<file path="src/include/pmr_pkg.sv">
// package: register map, field positions and reset values of the pmr block
// What this block does
// - interface-mode bits 15:6 read zero, ignore writes
// - bit 5 selects MII or reduced MII
// - bit 4 chooses carrier-valid end behaviour
// - bit 3 reads one after FIFO overflow
// - bit 2 reads one after FIFO underflow
// - override register bits 15:6 read zero
// - speed override drives speed force value
// - link override drives link force value
// - override reads return stored bits only
// - bit 15 enables automatic crossover, strap loaded
// - force crossover swaps the media pairs
// - pause receive resolved, full duplex only
// - pause transmit resolved, full duplex only
// - force-error injects one error, self clears
// - self-test run, sequence select, pass latch
// - stretch bypass shows raw indicator events
// - mode one: link steady, speed shows 100
// - mode two: link blinks on activity
// - bits 4:0 hold strap-loaded management address
package pmr_pkg;

   // =====================================================
   // register offsets
   localparam logic [4:0] PMR_ADDR_IFMODE = 5'h17;
   localparam logic [4:0] PMR_ADDR_LEDOVR = 5'h18;
   localparam logic [4:0] PMR_ADDR_PHYCTL = 5'h19;

   // =====================================================
   // interface mode fields
   localparam int PMR_IFM_RMII_BIT   = 5;
   localparam int PMR_IFM_LEGACY_BIT = 4;
   localparam int PMR_IFM_OVF_BIT    = 3;
   localparam int PMR_IFM_UNF_BIT    = 2;
   localparam int PMR_IFM_ELAST_LSB  = 0;
   localparam logic [1:0] PMR_ELAST_RESET = 2'h1;

   // =====================================================
   // indicator override fields
   localparam int PMR_LED_SPD_OVR_BIT = 5;
   localparam int PMR_LED_LNK_OVR_BIT = 4;
   localparam int PMR_LED_SPD_VAL_BIT = 2;
   localparam int PMR_LED_LNK_VAL_BIT = 1;

   // =====================================================
   // phy control fields
   localparam int PMR_PHY_AUTO_CROSSOVER_ENABLE_BIT  = 15;
   localparam int PMR_PHY_FORCE_BIT    = 14;
   localparam int PMR_PHY_PRX_BIT      = 13;
   localparam int PMR_PHY_PTX_BIT      = 12;
   localparam int PMR_PHY_FE_BIT       = 11;
   localparam int PMR_PHY_PSR_BIT      = 10;
   localparam int PMR_PHY_PASS_BIT     = 9;
   localparam int PMR_PHY_RUN_BIT      = 8;
   localparam int PMR_PHY_BYPASS_BIT   = 7;
   localparam int PMR_PHY_LEDCFG_BIT   = 5;
   localparam int PMR_PHY_ADDR_LSB     = 0;

   localparam logic [15:0] PMR_RDATA_RESET = 16'h0000;

   // pause advert bit order within the two-bit slice
   localparam int PMR_ADV_PAUSE_BIT = 0;
   localparam int PMR_ADV_ASYM_BIT  = 1;

   // activity stretch length in core clock cycles
   localparam int PMR_STRETCH_CYCLES = 1024;

   typedef enum logic [1:0] {
      PMR_CRS_IDLE    = 2'b00,
      PMR_CRS_CARRIER = 2'b01,
      PMR_CRS_TAIL    = 2'b10
   } pmr_crs_state_t;

endpackage

</file>
<file path="src/logic/pmr_regs.sv">
// interface mode, indicator override and phy control registers
`timescale 1ns/100ps
module pmr_regs
   import pmr_pkg::*;
#(
   parameter int STRETCH_CYCLES = PMR_STRETCH_CYCLES
) (
   input  wire logic        core_clk,
   input  wire logic        srst,
   // register port
   input  wire logic [4:0]  reg_addr,
   input  wire logic        reg_wr_en,
   input  wire logic        reg_rd_en,
   input  wire logic [15:0] reg_wdata,
   output logic [15:0]      reg_rdata,
   output logic             reg_rd_valid,
   // strap pins
   input  wire logic        strap_rmii,
   input  wire logic        strap_auto_crossover_enable,
   input  wire logic        strap_led_mode,
   input  wire logic [4:0]  strap_port_address,
   // datapath status
   input  wire logic        rx_fifo_overflow_evt,
   input  wire logic        rx_fifo_underflow_evt,
   input  wire logic        carrier_sense,
   input  wire logic        rx_data_valid,
   input  wire logic [1:0]  local_ability_advert,
   input  wire logic [1:0]  partner_ability_advert,
   input  wire logic        full_duplex_resolved,
   input  wire logic        auto_cross_decision,
   input  wire logic        selftest_error,
   input  wire logic        link_up,
   input  wire logic        speed_100,
   input  wire logic        activity,
   // controls out
   output logic             rmii_mode_select,
   output logic             legacy_revision_select,
   output logic [1:0]       elastic_buffer_setting,
   output logic             crs_dv,
   output logic             auto_crossover_enable,
   output logic             media_pair_swap,
   output logic             pause_rx_enable,
   output logic             pause_tx_enable,
   output logic             selftest_run,
   output logic             selftest_sequence_select,
   output logic             selftest_error_inject,
   output logic [4:0]       management_port_address,
   output logic             speed_indicator_output,
   output logic             link_indicator_output
);

   logic       rmii_s1_q, mdix_s1_q, led_s1_q;
   logic       rmii_s2_q, mdix_s2_q, led_s2_q;
   logic [4:0] addr_s1_q, addr_s2_q;
   logic       strap_pend_q;
   logic       ovf_q, unf_q;
   logic       spd_ovr_q, lnk_ovr_q, spd_val_q, lnk_val_q;
   logic       force_q, prx_q, ptx_q, fe_q, pass_q, run_prev_q;
   logic       bypass_q, led_mode_q;
   logic       wr_ifm, wr_led, wr_phy, rd_ifm;
   logic       pause_rx_d, pause_tx_d;
   logic       lp, la, pp, pa;
   logic [15:0] rdata_d;
   pmr_crs_state_t crs_st_q;

   assign wr_ifm = reg_wr_en && reg_addr == PMR_ADDR_IFMODE;
   assign wr_led = reg_wr_en && reg_addr == PMR_ADDR_LEDOVR;
   assign wr_phy = reg_wr_en && reg_addr == PMR_ADDR_PHYCTL;
   assign rd_ifm = reg_rd_en && reg_addr == PMR_ADDR_IFMODE;

   // =====================================================
   // strap synchronisers, no reset, read only by stage two
   always_ff @(posedge core_clk) begin
      rmii_s1_q <= strap_rmii;
      mdix_s1_q <= strap_auto_crossover_enable;
      led_s1_q  <= strap_led_mode;
      addr_s1_q <= strap_port_address;
      rmii_s2_q <= rmii_s1_q;
      mdix_s2_q <= mdix_s1_q;
      led_s2_q  <= led_s1_q;
      addr_s2_q <= addr_s1_q;
   end

   // straps are taken on the first edge after reset release
   always_ff @(posedge core_clk) begin
      if (srst) begin
         strap_pend_q <= 1'b1;
      end else begin
         strap_pend_q <= 1'b0;
      end
   end

   // =====================================================
   // interface mode register
   always_ff @(posedge core_clk) begin
      if (srst) begin
         rmii_mode_select       <= 1'b0;
         legacy_revision_select <= 1'b0;
         elastic_buffer_setting <= PMR_ELAST_RESET;
      end else begin
         if (strap_pend_q) begin
            rmii_mode_select <= rmii_s2_q;
         end else if (wr_ifm) begin
            rmii_mode_select <= reg_wdata[PMR_IFM_RMII_BIT];
         end
         if (wr_ifm) begin
            legacy_revision_select <= reg_wdata[PMR_IFM_LEGACY_BIT];
            elastic_buffer_setting <= reg_wdata[PMR_IFM_ELAST_LSB +: 2];
         end
      end
   end

   always_ff @(posedge core_clk) begin
      if (srst) begin
         ovf_q <= 1'b0;
      end else if (rx_fifo_overflow_evt) begin
         ovf_q <= 1'b1;
      end else if (rd_ifm) begin
         ovf_q <= 1'b0;
      end
   end

   always_ff @(posedge core_clk) begin
      if (srst) begin
         unf_q <= 1'b0;
      end else if (rx_fifo_underflow_evt) begin
         unf_q <= 1'b1;
      end else if (rd_ifm) begin
         unf_q <= 1'b0;
      end
   end

   // =====================================================
   // carrier / data valid merge
   // toggle tail or hold
   always_ff @(posedge core_clk) begin
      if (srst) begin
         crs_st_q <= PMR_CRS_IDLE;
         crs_dv   <= 1'b0;
      end else if (!rmii_mode_select || legacy_revision_select) begin
         crs_st_q <= PMR_CRS_IDLE;
         crs_dv   <= carrier_sense ||
                     (legacy_revision_select && rx_data_valid);
      end else begin
         case (crs_st_q)
            PMR_CRS_IDLE: begin
               crs_dv <= carrier_sense;
               if (carrier_sense) begin
                  crs_st_q <= PMR_CRS_CARRIER;
               end
            end
            PMR_CRS_CARRIER: begin
               if (carrier_sense) begin
                  crs_dv <= 1'b1;
               end else if (rx_data_valid) begin
                  crs_dv   <= 1'b0;
                  crs_st_q <= PMR_CRS_TAIL;
               end else begin
                  crs_dv   <= 1'b0;
                  crs_st_q <= PMR_CRS_IDLE;
               end
            end
            PMR_CRS_TAIL: begin
               if (carrier_sense) begin
                  crs_dv   <= 1'b1;
                  crs_st_q <= PMR_CRS_CARRIER;
               end else if (rx_data_valid) begin
                  crs_dv <= !crs_dv;
               end else begin
                  crs_dv   <= 1'b0;
                  crs_st_q <= PMR_CRS_IDLE;
               end
            end
            default: begin
               crs_dv   <= 1'b0;
               crs_st_q <= PMR_CRS_IDLE;
            end
         endcase
      end
   end

   // =====================================================
   // indicator override register
   always_ff @(posedge core_clk) begin
      if (srst) begin
         spd_ovr_q <= 1'b0;
         lnk_ovr_q <= 1'b0;
         spd_val_q <= 1'b0;
         lnk_val_q <= 1'b0;
      end else if (wr_led) begin
         spd_ovr_q <= reg_wdata[PMR_LED_SPD_OVR_BIT];
         lnk_ovr_q <= reg_wdata[PMR_LED_LNK_OVR_BIT];
         spd_val_q <= reg_wdata[PMR_LED_SPD_VAL_BIT];
         lnk_val_q <= reg_wdata[PMR_LED_LNK_VAL_BIT];
      end
   end

   // =====================================================
   // phy control register
   always_ff @(posedge core_clk) begin
      if (srst) begin
         auto_crossover_enable    <= 1'b0;
         led_mode_q               <= 1'b0;
         management_port_address  <= 5'h00;
         force_q                  <= 1'b0;
         selftest_sequence_select <= 1'b0;
         selftest_run             <= 1'b0;
         bypass_q                 <= 1'b0;
      end else if (strap_pend_q) begin
         auto_crossover_enable   <= mdix_s2_q;
         led_mode_q              <= led_s2_q;
         management_port_address <= addr_s2_q;
      end else if (wr_phy) begin
         auto_crossover_enable    <= reg_wdata[PMR_PHY_AUTO_CROSSOVER_ENABLE_BIT];
         force_q                  <= reg_wdata[PMR_PHY_FORCE_BIT];
         selftest_sequence_select <= reg_wdata[PMR_PHY_PSR_BIT];
         selftest_run             <= reg_wdata[PMR_PHY_RUN_BIT];
         bypass_q                 <= reg_wdata[PMR_PHY_BYPASS_BIT];
         led_mode_q               <= reg_wdata[PMR_PHY_LEDCFG_BIT];
         management_port_address  <= reg_wdata[PMR_PHY_ADDR_LSB +: 5];
      end
   end

   // forced or automatic swap
   // crossover is ignored by software when negotiation is off
   // software keeps this off
   always_ff @(posedge core_clk) begin
      if (srst) begin
         media_pair_swap <= 1'b0;
      end else begin
         media_pair_swap <= force_q ||
                            (auto_crossover_enable && auto_cross_decision);
      end
   end

   always_ff @(posedge core_clk) begin
      if (srst) begin
         fe_q <= 1'b0;
      end else begin
         fe_q <= wr_phy && reg_wdata[PMR_PHY_FE_BIT];
      end
   end
   assign selftest_error_inject = fe_q;

   always_ff @(posedge core_clk) begin
      if (srst) begin
         run_prev_q <= 1'b0;
         pass_q     <= 1'b0;
      end else begin
         run_prev_q <= selftest_run;
         if (!selftest_run) begin
            pass_q <= 1'b0;
         end else if (!run_prev_q) begin
            pass_q <= 1'b1;
         end else if (selftest_error) begin
            pass_q <= 1'b0;
         end
      end
   end

   // =====================================================
   // pause resolution, symmetric and asymmetric cases
   assign lp = local_ability_advert[PMR_ADV_PAUSE_BIT];
   assign la = local_ability_advert[PMR_ADV_ASYM_BIT];
   assign pp = partner_ability_advert[PMR_ADV_PAUSE_BIT];
   assign pa = partner_ability_advert[PMR_ADV_ASYM_BIT];
   assign pause_rx_d = full_duplex_resolved &&
                       ((lp && pp) || (lp && la && !pp && pa));
   assign pause_tx_d = full_duplex_resolved &&
                       ((lp && pp) || (!lp && la && pp && pa));

   always_ff @(posedge core_clk) begin
      if (srst) begin
         prx_q <= 1'b0;
         ptx_q <= 1'b0;
      end else begin
         prx_q <= pause_rx_d;
         ptx_q <= pause_tx_d;
      end
   end
   assign pause_rx_enable = prx_q;
   assign pause_tx_enable = ptx_q;

   // =====================================================
   // read mux, registered
   always_comb begin
      rdata_d = PMR_RDATA_RESET;
      case (reg_addr)
         PMR_ADDR_IFMODE: begin
            rdata_d[PMR_IFM_RMII_BIT]   = rmii_mode_select;
            rdata_d[PMR_IFM_LEGACY_BIT] = legacy_revision_select;
            rdata_d[PMR_IFM_OVF_BIT]    = ovf_q;
            rdata_d[PMR_IFM_UNF_BIT]    = unf_q;
            rdata_d[PMR_IFM_ELAST_LSB +: 2] = elastic_buffer_setting;
         end
         PMR_ADDR_LEDOVR: begin
            rdata_d[PMR_LED_SPD_OVR_BIT] = spd_ovr_q;
            rdata_d[PMR_LED_LNK_OVR_BIT] = lnk_ovr_q;
            rdata_d[PMR_LED_SPD_VAL_BIT] = spd_val_q;
            rdata_d[PMR_LED_LNK_VAL_BIT] = lnk_val_q;
         end
         PMR_ADDR_PHYCTL: begin
            rdata_d[PMR_PHY_AUTO_CROSSOVER_ENABLE_BIT] = auto_crossover_enable;
            rdata_d[PMR_PHY_FORCE_BIT]   = force_q;
            rdata_d[PMR_PHY_PRX_BIT]     = prx_q;
            rdata_d[PMR_PHY_PTX_BIT]     = ptx_q;
            rdata_d[PMR_PHY_FE_BIT]      = fe_q;
            rdata_d[PMR_PHY_PSR_BIT]     = selftest_sequence_select;
            rdata_d[PMR_PHY_PASS_BIT]    = pass_q;
            rdata_d[PMR_PHY_RUN_BIT]     = selftest_run;
            rdata_d[PMR_PHY_BYPASS_BIT]  = bypass_q;
            rdata_d[PMR_PHY_LEDCFG_BIT]  = led_mode_q;
            rdata_d[PMR_PHY_ADDR_LSB +: 5] = management_port_address;
         end
         default: rdata_d = PMR_RDATA_RESET;
      endcase
   end

   always_ff @(posedge core_clk) begin
      if (srst) begin
         reg_rdata    <= PMR_RDATA_RESET;
         reg_rd_valid <= 1'b0;
      end else begin
         reg_rd_valid <= reg_rd_en;
         if (reg_rd_en) begin
            reg_rdata <= rdata_d;
         end
      end
   end

   // =====================================================
   // indicator drive
   pmr_indicator #(
      .STRETCH_CYCLES (STRETCH_CYCLES)
   ) u_indicator (
      .core_clk                    (core_clk),
      .srst                        (srst),
      .link_up                     (link_up),
      .speed_100                   (speed_100),
      .activity                    (activity),
      .stretch_bypass              (bypass_q),
      .indicator_mode_select       (led_mode_q),
      .speed_indicator_override    (spd_ovr_q),
      .speed_indicator_force_value (spd_val_q),
      .link_indicator_override     (lnk_ovr_q),
      .link_indicator_force_value  (lnk_val_q),
      .speed_indicator_output      (speed_indicator_output),
      .link_indicator_output       (link_indicator_output)
   );

   // =====================================================
   // checks
   a_ifm_reserved: assert property (
      @(posedge core_clk) disable iff (srst)
      reg_rd_en && reg_addr == PMR_ADDR_IFMODE |=>
         reg_rd_valid && reg_rdata[15:6] == 10'h000)
      else $error("interface mode reserved bits not zero");

   a_rmii_write: assert property (
      @(posedge core_clk) disable iff (srst)
      wr_ifm && !strap_pend_q |=>
         rmii_mode_select == $past(reg_wdata[PMR_IFM_RMII_BIT]))
      else $error("reduced interface select not written");

   a_legacy_hold: assert property (
      @(posedge core_clk) disable iff (srst)
      rmii_mode_select && legacy_revision_select
         && (carrier_sense || rx_data_valid) |=> crs_dv)
      else $error("legacy carrier valid dropped early");

   a_ovf_set_wins: assert property (
      @(posedge core_clk) disable iff (srst)
      rx_fifo_overflow_evt |=> ovf_q ##1 (ovf_q || $past(rd_ifm)))
      else $error("overflow flag lost");

   a_led_reserved: assert property (
      @(posedge core_clk) disable iff (srst)
      reg_rd_en && reg_addr == PMR_ADDR_LEDOVR |=>
         reg_rdata[15:6] == 10'h000 && reg_rdata[3] == 1'b0)
      else $error("override reserved bits not zero");

   a_pair_force: assert property (
      @(posedge core_clk) disable iff (srst)
      force_q |=> media_pair_swap)
      else $error("forced crossover not applied");

   a_pause_half: assert property (
      @(posedge core_clk) disable iff (srst)
      !full_duplex_resolved |=> !pause_rx_enable && !pause_tx_enable)
      else $error("pause resolved in half duplex");

   a_force_pulse: assert property (
      @(posedge core_clk) disable iff (srst)
      wr_phy && reg_wdata[PMR_PHY_FE_BIT] |=>
         selftest_error_inject ##1 (!selftest_error_inject
            || $past(wr_phy && reg_wdata[PMR_PHY_FE_BIT])))
      else $error("force error not one pulse");

   a_pass_cleared: assert property (
      @(posedge core_clk) disable iff (srst)
      !selftest_run |=> !pass_q)
      else $error("pass flag survives stop");

   a_addr_write: assert property (
      @(posedge core_clk) disable iff (srst)
      wr_phy && !strap_pend_q |=>
         management_port_address == $past(reg_wdata[4:0]))
      else $error("port address not written");

endmodule // pmr_regs

</file>
<file path="src/logic/pmr_indicator.sv">
// link and speed indicator drive with stretch, modes and override
`timescale 1ns/100ps
module pmr_indicator
   import pmr_pkg::*;
#(
   parameter int STRETCH_CYCLES = PMR_STRETCH_CYCLES
) (
   input  wire logic core_clk,
   input  wire logic srst,
   input  wire logic link_up,
   input  wire logic speed_100,
   input  wire logic activity,
   input  wire logic stretch_bypass,
   input  wire logic indicator_mode_select,
   input  wire logic speed_indicator_override,
   input  wire logic speed_indicator_force_value,
   input  wire logic link_indicator_override,
   input  wire logic link_indicator_force_value,
   output logic      speed_indicator_output,
   output logic      link_indicator_output
);

   localparam int CW = $clog2(STRETCH_CYCLES + 1);

   generate
      if (STRETCH_CYCLES < 1) begin : g_bad_stretch
         $error("pmr_indicator: STRETCH_CYCLES must be at least 1");
      end
   endgenerate

   logic [CW-1:0] stretch_q;
   logic          act_seen;
   logic          link_norm;

   // =====================================================
   // activity stretch
   always_ff @(posedge core_clk) begin
      if (srst) begin
         stretch_q <= '0;
      end else if (activity) begin
         stretch_q <= CW'(STRETCH_CYCLES);
      end else if (stretch_q != '0) begin
         stretch_q <= stretch_q - CW'(1);
      end
   end

   assign act_seen = stretch_bypass ? activity
                                    : (activity || stretch_q != '0);

   assign link_norm = indicator_mode_select ? link_up
                                            : (link_up && !act_seen);

   // =====================================================
   // output drive
   always_ff @(posedge core_clk) begin
      if (srst) begin
         speed_indicator_output <= 1'b0;
         link_indicator_output  <= 1'b0;
      end else begin
         speed_indicator_output <= speed_indicator_override
                                   ? speed_indicator_force_value
                                   : speed_100;
         link_indicator_output  <= link_indicator_override
                                   ? link_indicator_force_value
                                   : link_norm;
      end
   end

   a_speed_override: assert property (
      @(posedge core_clk) disable iff (srst)
      speed_indicator_override |=>
         speed_indicator_output == $past(speed_indicator_force_value))
      else $error("speed indicator ignores override");

   a_link_override: assert property (
      @(posedge core_clk) disable iff (srst)
      link_indicator_override |=>
         link_indicator_output == $past(link_indicator_force_value))
      else $error("link indicator ignores override");

   a_bypass_blink: assert property (
      @(posedge core_clk) disable iff (srst)
      stretch_bypass && !indicator_mode_select
         && !link_indicator_override |=>
         link_indicator_output == ($past(link_up) && !$past(activity)))
      else $error("bypassed link indicator not raw");

   a_mode_one_link: assert property (
      @(posedge core_clk) disable iff (srst)
      indicator_mode_select && !link_indicator_override |=>
         link_indicator_output == $past(link_up))
      else $error("mode one link indicator wrong");

endmodule // pmr_indicator

</file>
<file path="config.mk">
export PLATFORM = sky130hd
export DESIGN_NAME = pmr_regs
export DESIGN_NICKNAME = d
export VERILOG_FILES = /design/src/include/pmr_pkg.sv /design/src/logic/pmr_regs.sv /design/src/logic/pmr_indicator.sv
export SDC_FILE = /design/constraint.sdc
export NUM_CORES = 1
export LEC_CHECK = 0
export BUFFER_PORTS_ARGS = -buffer_cell sky130_fd_sc_hd__buf_2
export CAP_MARGIN = 20
export CORE_MARGIN = 8
export CORE_UTILIZATION = 47
export CTS_CLUSTER_SIZE = 12
export DETAILED_ROUTE_END_ITERATION = 7
export PLACE_DENSITY_LB_ADDON = 0.3
export SETUP_SLACK_MARGIN = 0.15
export SLEW_MARGIN = 10
export SYNTH_ARGS = -nofsm -noshare
export SYNTH_HDL_FRONTEND = slang
export SYNTH_HIERARCHICAL = 1
export SYNTH_SLANG_ARGS = --single-unit
</file>
<file path="constraint.sdc">
create_clock -name core_clk -period 1.9 [get_ports core_clk]
set_clock_uncertainty 0.1 [all_clocks]
set_input_delay 0 -clock core_clk [delete_from_list [all_inputs] [get_ports core_clk]]
set_output_delay 0 -clock core_clk [all_outputs]
set_load 0.005 [all_outputs]
</file>
# After elaboration in Yosys (flattened, before gate mapping)
# Cells that the tools add are included.
[word_totals]
out_inout_bits = 36
register_bits = 76
elab_cells = 127
[op_classes]
addsub = 1
muxes = 36
bitwise_logic = 2
reduce_logical = 40
eq_ne = 9
[ops]
columns = ["cell", "count"]
rows = [
  ["11-bit 2-to-1 mux", 2],
  ["1-bit 2-to-1 mux", 20],
  ["2-bit one-hot mux with 3 select lines", 3],
  ["1-bit logical AND", 17],
  ["5-bit == test (second input constant)", 3],
  ["11-bit nonzero test", 1],
  ["11-bit by 1-bit subtractor with 11-bit output (second input constant)", 1],
  ["2-bit 2-to-1 mux", 5],
  ["5-bit 2-to-1 mux", 2],
  ["2-bit nonzero test", 5],
  ["9-bit 2-to-1 mux", 1],
  ["1-bit logical OR", 6],
  ["2-bit != test (second input constant)", 3],
  ["2-bit OR reduction", 3],
  ["1-bit zero test", 5],
  ["1-bit one-hot mux with 2 select lines", 2],
  ["3-bit != test (second input constant)", 1],
  ["1-bit one-hot mux with 3 select lines", 1],
  ["3-bit AND reduction", 1],
  ["2-bit by 1-bit == test with 1-bit output (second input constant)", 1],
  ["2-bit == test (second input constant)", 1],
  ["2-bit zero test", 1],
  ["1-bit NOT", 2],
  ["2-bit AND reduction", 1],
]

# Depth between registers and ports, before layout
[depth]
word_depth = 7
mapped_depth = 5
mapped_depth_nobuf = 5

# Hierarchy
# Netlist, hierarchy kept.
[modules_own_cells]
columns = ["mod", "area_each_um2", "cells_per_inst", "seq_area_each_um2", "n_inst"]
rows = [
  ["pmr_regs", 2318.5, 236, 1261.2, 1],
  ["pmr_indicator", 710.7, 79, 260.2, 1],
]

# Worst setup path before layout
# No wires, ideal clock.
[synth_timing]
path_type = "register to register"
from = "register u_indicator.stretch_q[0]"
to = "register u_indicator.stretch_q[10]"
n_path_buf = 0
slack_ps = 51
arrival_ps = 1675
period_less_slack_ps = 1849
t_required_ps = 1726
setup_time_ps = 74
path_stages_with_launch = 6
cell_sequence = "dfxtp_1 > inv_1 > ha_1 > or3b_2 > or4b_1 > a31oi_1"
[synth_between]
elab_chain_cells = 3
[synth_lines]
columns = ["item", "line_no", "rtl"]
rows = [
  ["start: declaration", "pmr_indicator.sv:31", "logic [CW-1:0] stretch_q;"],
  ["start signal: assignment", "pmr_indicator.sv:41", "stretch_q <= CW'(STRETCH_CYCLES);"],
  ["start signal: assignment", "pmr_indicator.sv:43", "stretch_q <= stretch_q - CW'(1);"],
  ["11-bit by 1-bit subtractor with 11-bit output", "pmr_indicator.sv:43", ""],
  ["11-bit 2-to-1 mux", "pmr_indicator.sv:42", "end else if (stretch_q != '0) begin"],
  ["11-bit 2-to-1 mux", "pmr_indicator.sv:40", "end else if (activity) begin"],
]
# Parallel ways exist; a longest one is shown, timed or not. The select of a mux whose other input is x is not followed.
# A chain may end at the register's enable or synchronous reset.

# Final worst setup path
[layout_timing]
from = "register u_indicator.stretch_q[1]"
to = "register u_indicator.stretch_q[10]"
# The elaborated chain is that of the path after synthesis.

==> results.json <==
{
  "status": "completed",
  "num_antenna_cells": 0,
  "antenna_found_initial": 0,
  "startpoint": "u_indicator/stretch_q[1]$_SDFFE_PP0P_",
  "final.min_clock_period_ps": 1780,
  "fmaxAchievable_mhz": 562,
  "rr_worst_depth": 5,
  "peakVddDrop_mv": 0.637,
  "min_from": "reg_wr_en",
  "crit_path_max_incr_delay_ps": 490,
  "design_area_um2": 4150,
  "cts.path.max_buffers": 2,
  "synth_top_area_share_pct": 50.2,
  "grt_overflow": 0,
  "path_depth": 5,
  "whs_endpoint": "elastic_buffer_setting[0]$_SDFFE_PP1P_",
  "rr_endpoint": "u_indicator/stretch_q[10]$_SDFFE_PP0P_",
  "drc_errors": 0,
  "yosysTopAreaCell": "dfxtp_1",
  "ios": 83,
  "synthToLayoutAreaGrowth_pct": 36.9,
  "viasPerCell": 5.54,
  "synthesis.nets": 364,
  "worstPathRequired_ps": 2070,
  "place_congestion": 0.901,
  "max_slew_margin_pct": 54.1,
  "finalCritPeriodShare_pct": 93.6,
  "synth_edf_count": 0,
  "crit_slowest_cell": "or4b_4",
  "p_leak_nw": 1.80,
  "dr_total_vias": 2846,
  "h-tree-depth": 3,
  "hp-class": "in -> reg",
  "arrival_ps": 1950,
  "first_iter_violations": 167,
  "ys_top_cells_by_area": "dfxtp_1 (50%), a21oi_1 (4.0%), o21ai_0 (4.0%), a32oi_1 (2.6%), inv_1 (2.4%)",
  "crit_buf_inv": 1,
  "cts_made_buffers": 9,
  "final_antenna_net_count": 0,
  "hpwl_um": 5700,
  "crit_path_start_kind": "register",
  "start_util_pct": 48.3,
  "path_clk_slew_ps": 80,
  "dpl_cell_area_um2": 3460,
  "cp-end-kind": "register",
  "core-area_um2": 6280,
  "use_met3_pct": 4.84,
  "finalSetupViolCount": 0,
  "die_y_um": 96.3,
  "insertion_delay_ps": 340,
  "layout-drive-gt1-share_pct": 29.5,
  "synthArstFlopShare_pct": 0,
  "nets": 481,
  "report.final.hold_viol_count": 0,
  "rows": 29,
  "rr_startpoint": "u_indicator/stretch_q[1]$_SDFFE_PP0P_",
  "powerDensity_nw_per_um2": 1140,
  "max_cap_viol_count": 0,
  "grt_util_all_layers_pct": 18.2,
  "ys_types": 59,
  "first_global_vias": 2772,
  "grtUsageMet2_pct": 29.7,
  "root_buffer": "clkbuf_8",
  "grt_start_max_net_pins": 21,
  "crit_family": "simple AND/OR/NAND/NOR gates",
  "busiest_layer": "met2",
  "syn_area_um2": 3030,
  "ys.flop_type": "dfxtp_1",
  "hold_depth": 4,
  "cts_sinks": 76,
  "grt_first_pass_wirelength_um": 13100,
  "netlist_instances": 315,
  "rrSetupSlack_ps": 120,
  "critPathMaxFanout": 6,
  "cts_tree": "built",
  "met1_usage_pct": 22.0,
  "first_pass_iters": 4,
  "routed_wl_um": 8510,
  "ys_seq_elements": 76,
  "die_w_um": 96.3,
  "crit_type": "reg -> reg",
  "tns_ps": 0,
  "worstPathCellList": "inv_4 -> ha_4 -> or3b_4 -> or4b_4 -> a31oi_1",
  "yosysWarnings": 6,
  "synth_area_per_cell_um2": 9.62,
  "fillCellCount": 510,
  "worst_pin_slew_ps": 688,
  "ys_seq_area_share_pct": 50.2,
  "slew_viol_final": 0,
  "rsz0062_at_grt": "yes",
  "dieArea_um2": 9270,
  "yosysMostFrequentCell": "dfxtp_1",
  "synthTopCellsByCount": "dfxtp_1 (76), a21oi_1 (24), o21ai_0 (24)",
  "port_buffers": 77,
  "wl_per_cell_um": 16.6
}
==> cell usage in the layout, fill, tap and decap left out, types with 3 or more instances in the layout <==
master,n
a21oi_1,22
a221oi_1,7
a22o_1,4
a31oi_1,11
a32oi_1,9
buf_2,76
buf_4,12
clkbuf_8,12
dfxtp_1,73
dlygate4sd3_1,38
inv_1,17
mux2i_1,7
nand2_1,14
nand2b_1,4
nand3_1,12
nand4_1,8
nor2_1,18
nor3b_1,3
o21ai_0,24
o22ai_1,4
o31ai_1,3
or3_1,3
==> report_power, final <==
part / leakage [nW] / internal [mW] / total [mW] / switching [mW]
registers: 0.626 / 1.74 / 1.88 / 0.145
clock network: 0.116 / 0.849 / 1.43 / 0.580
logic: 1.06 / 0.744 / 1.41 / 0.671
total: 1.80 / 3.33 / 4.72 / 1.40
==> worst min-delay path, cell delays in order <==
cell     delay (ps)
buf_2           150
nand2_1         130
o21ai_0          90
nand3_1          70
==> layout make-up <==
type / count / area, um2 / area share, %
multi-input combinational: 200 / 1360 / 32.9
sequential: 76 / 1530 / 36.8
tap: 77 / 96.3 / 2.32
clock inverter: 3 / 67.6 / 1.63
clock buffer: 13 / 169 / 4.07
inverter: 19 / 73.8 / 1.78
timing repair buffer: 126 / 851 / 20.5
==> sequential cells by signal, indices dropped and copies added (netlist names), 2 cells and up <==
| register | cells |
|---|---|
| addr_s1_q | 5 |
| addr_s2_q | 5 |
| crs_st_q | 2 |
| elastic_buffer_setting | 2 |
| management_port_address | 5 |
| reg_rdata | 15 |
| u_indicator/stretch_q | 11 |
==> per-layer routing <==
layer,up-vias,share of wire (%)
met4,0,1.7
met5,-,0
met3,15,5.6
li1,1395,-
met1,1351,44
met2,85,49
==> how the worst max path moves through the flow <==
stage               slack, ps                                     end
floorplan                 120  u_indicator/stretch_q[10]$_SDFFE_PP0P_
global placement          110  u_indicator/stretch_q[10]$_SDFFE_PP0P_
detailed placement         30  u_indicator/stretch_q[10]$_SDFFE_PP0P_
CTS                       100  u_indicator/stretch_q[10]$_SDFFE_PP0P_
global route              100  u_indicator/stretch_q[10]$_SDFFE_PP0P_
finish                    120  u_indicator/stretch_q[10]$_SDFFE_PP0P_
==> through the flow <==
| stage | hold slack, ps | setup WS [ps] | utilization [%] | instances | power (mW) |
|---|---|---|---|---|---|
| floorplan | -72.3 | 123 | - | 315 | 2.72 |
| global placement | 2.67 | 114 | 55.2 | 459 | 3.03 |
| detailed placement | 3.61 | 33.8 | 55.2 | 459 | 3.06 |
| CTS | 12.9 | 97.8 | 65.5 | 513 | 4.62 |
| global route | 54.9 | 98.6 | 66.1 | 514 | 4.94 |
| finish | 36.3 | 122 | 66.1 | 514 | 4.72 |
==> cells by family after synthesis <==
kind of cell / Yosys count / synth area share (%)
buffers and inverters: 39 / 6.48
xor gates and xnor gates: 1 / 0.289
and+or+nand+nor: 91 / 18.0
AOI/OAI and AO/OA: 98 / 21.7
muxes: 7 / 2.31
other: 1 / 0.124
DFF: 76 / 50.2
adders and majority gates: 2 / 0.826
==> what timing repair did <==
action / 4_1_cts / 5_1_grt
hold buffers: 38 / 0
setup endpoints to repair: 4 / 8
gates resized for setup: 8 / 12
hold endpoints to repair: 52 / 0
pin swaps: 0 / 2
buffers inserted: 0 / 1
No activity file was read; power rests on OpenSTA's default activity.
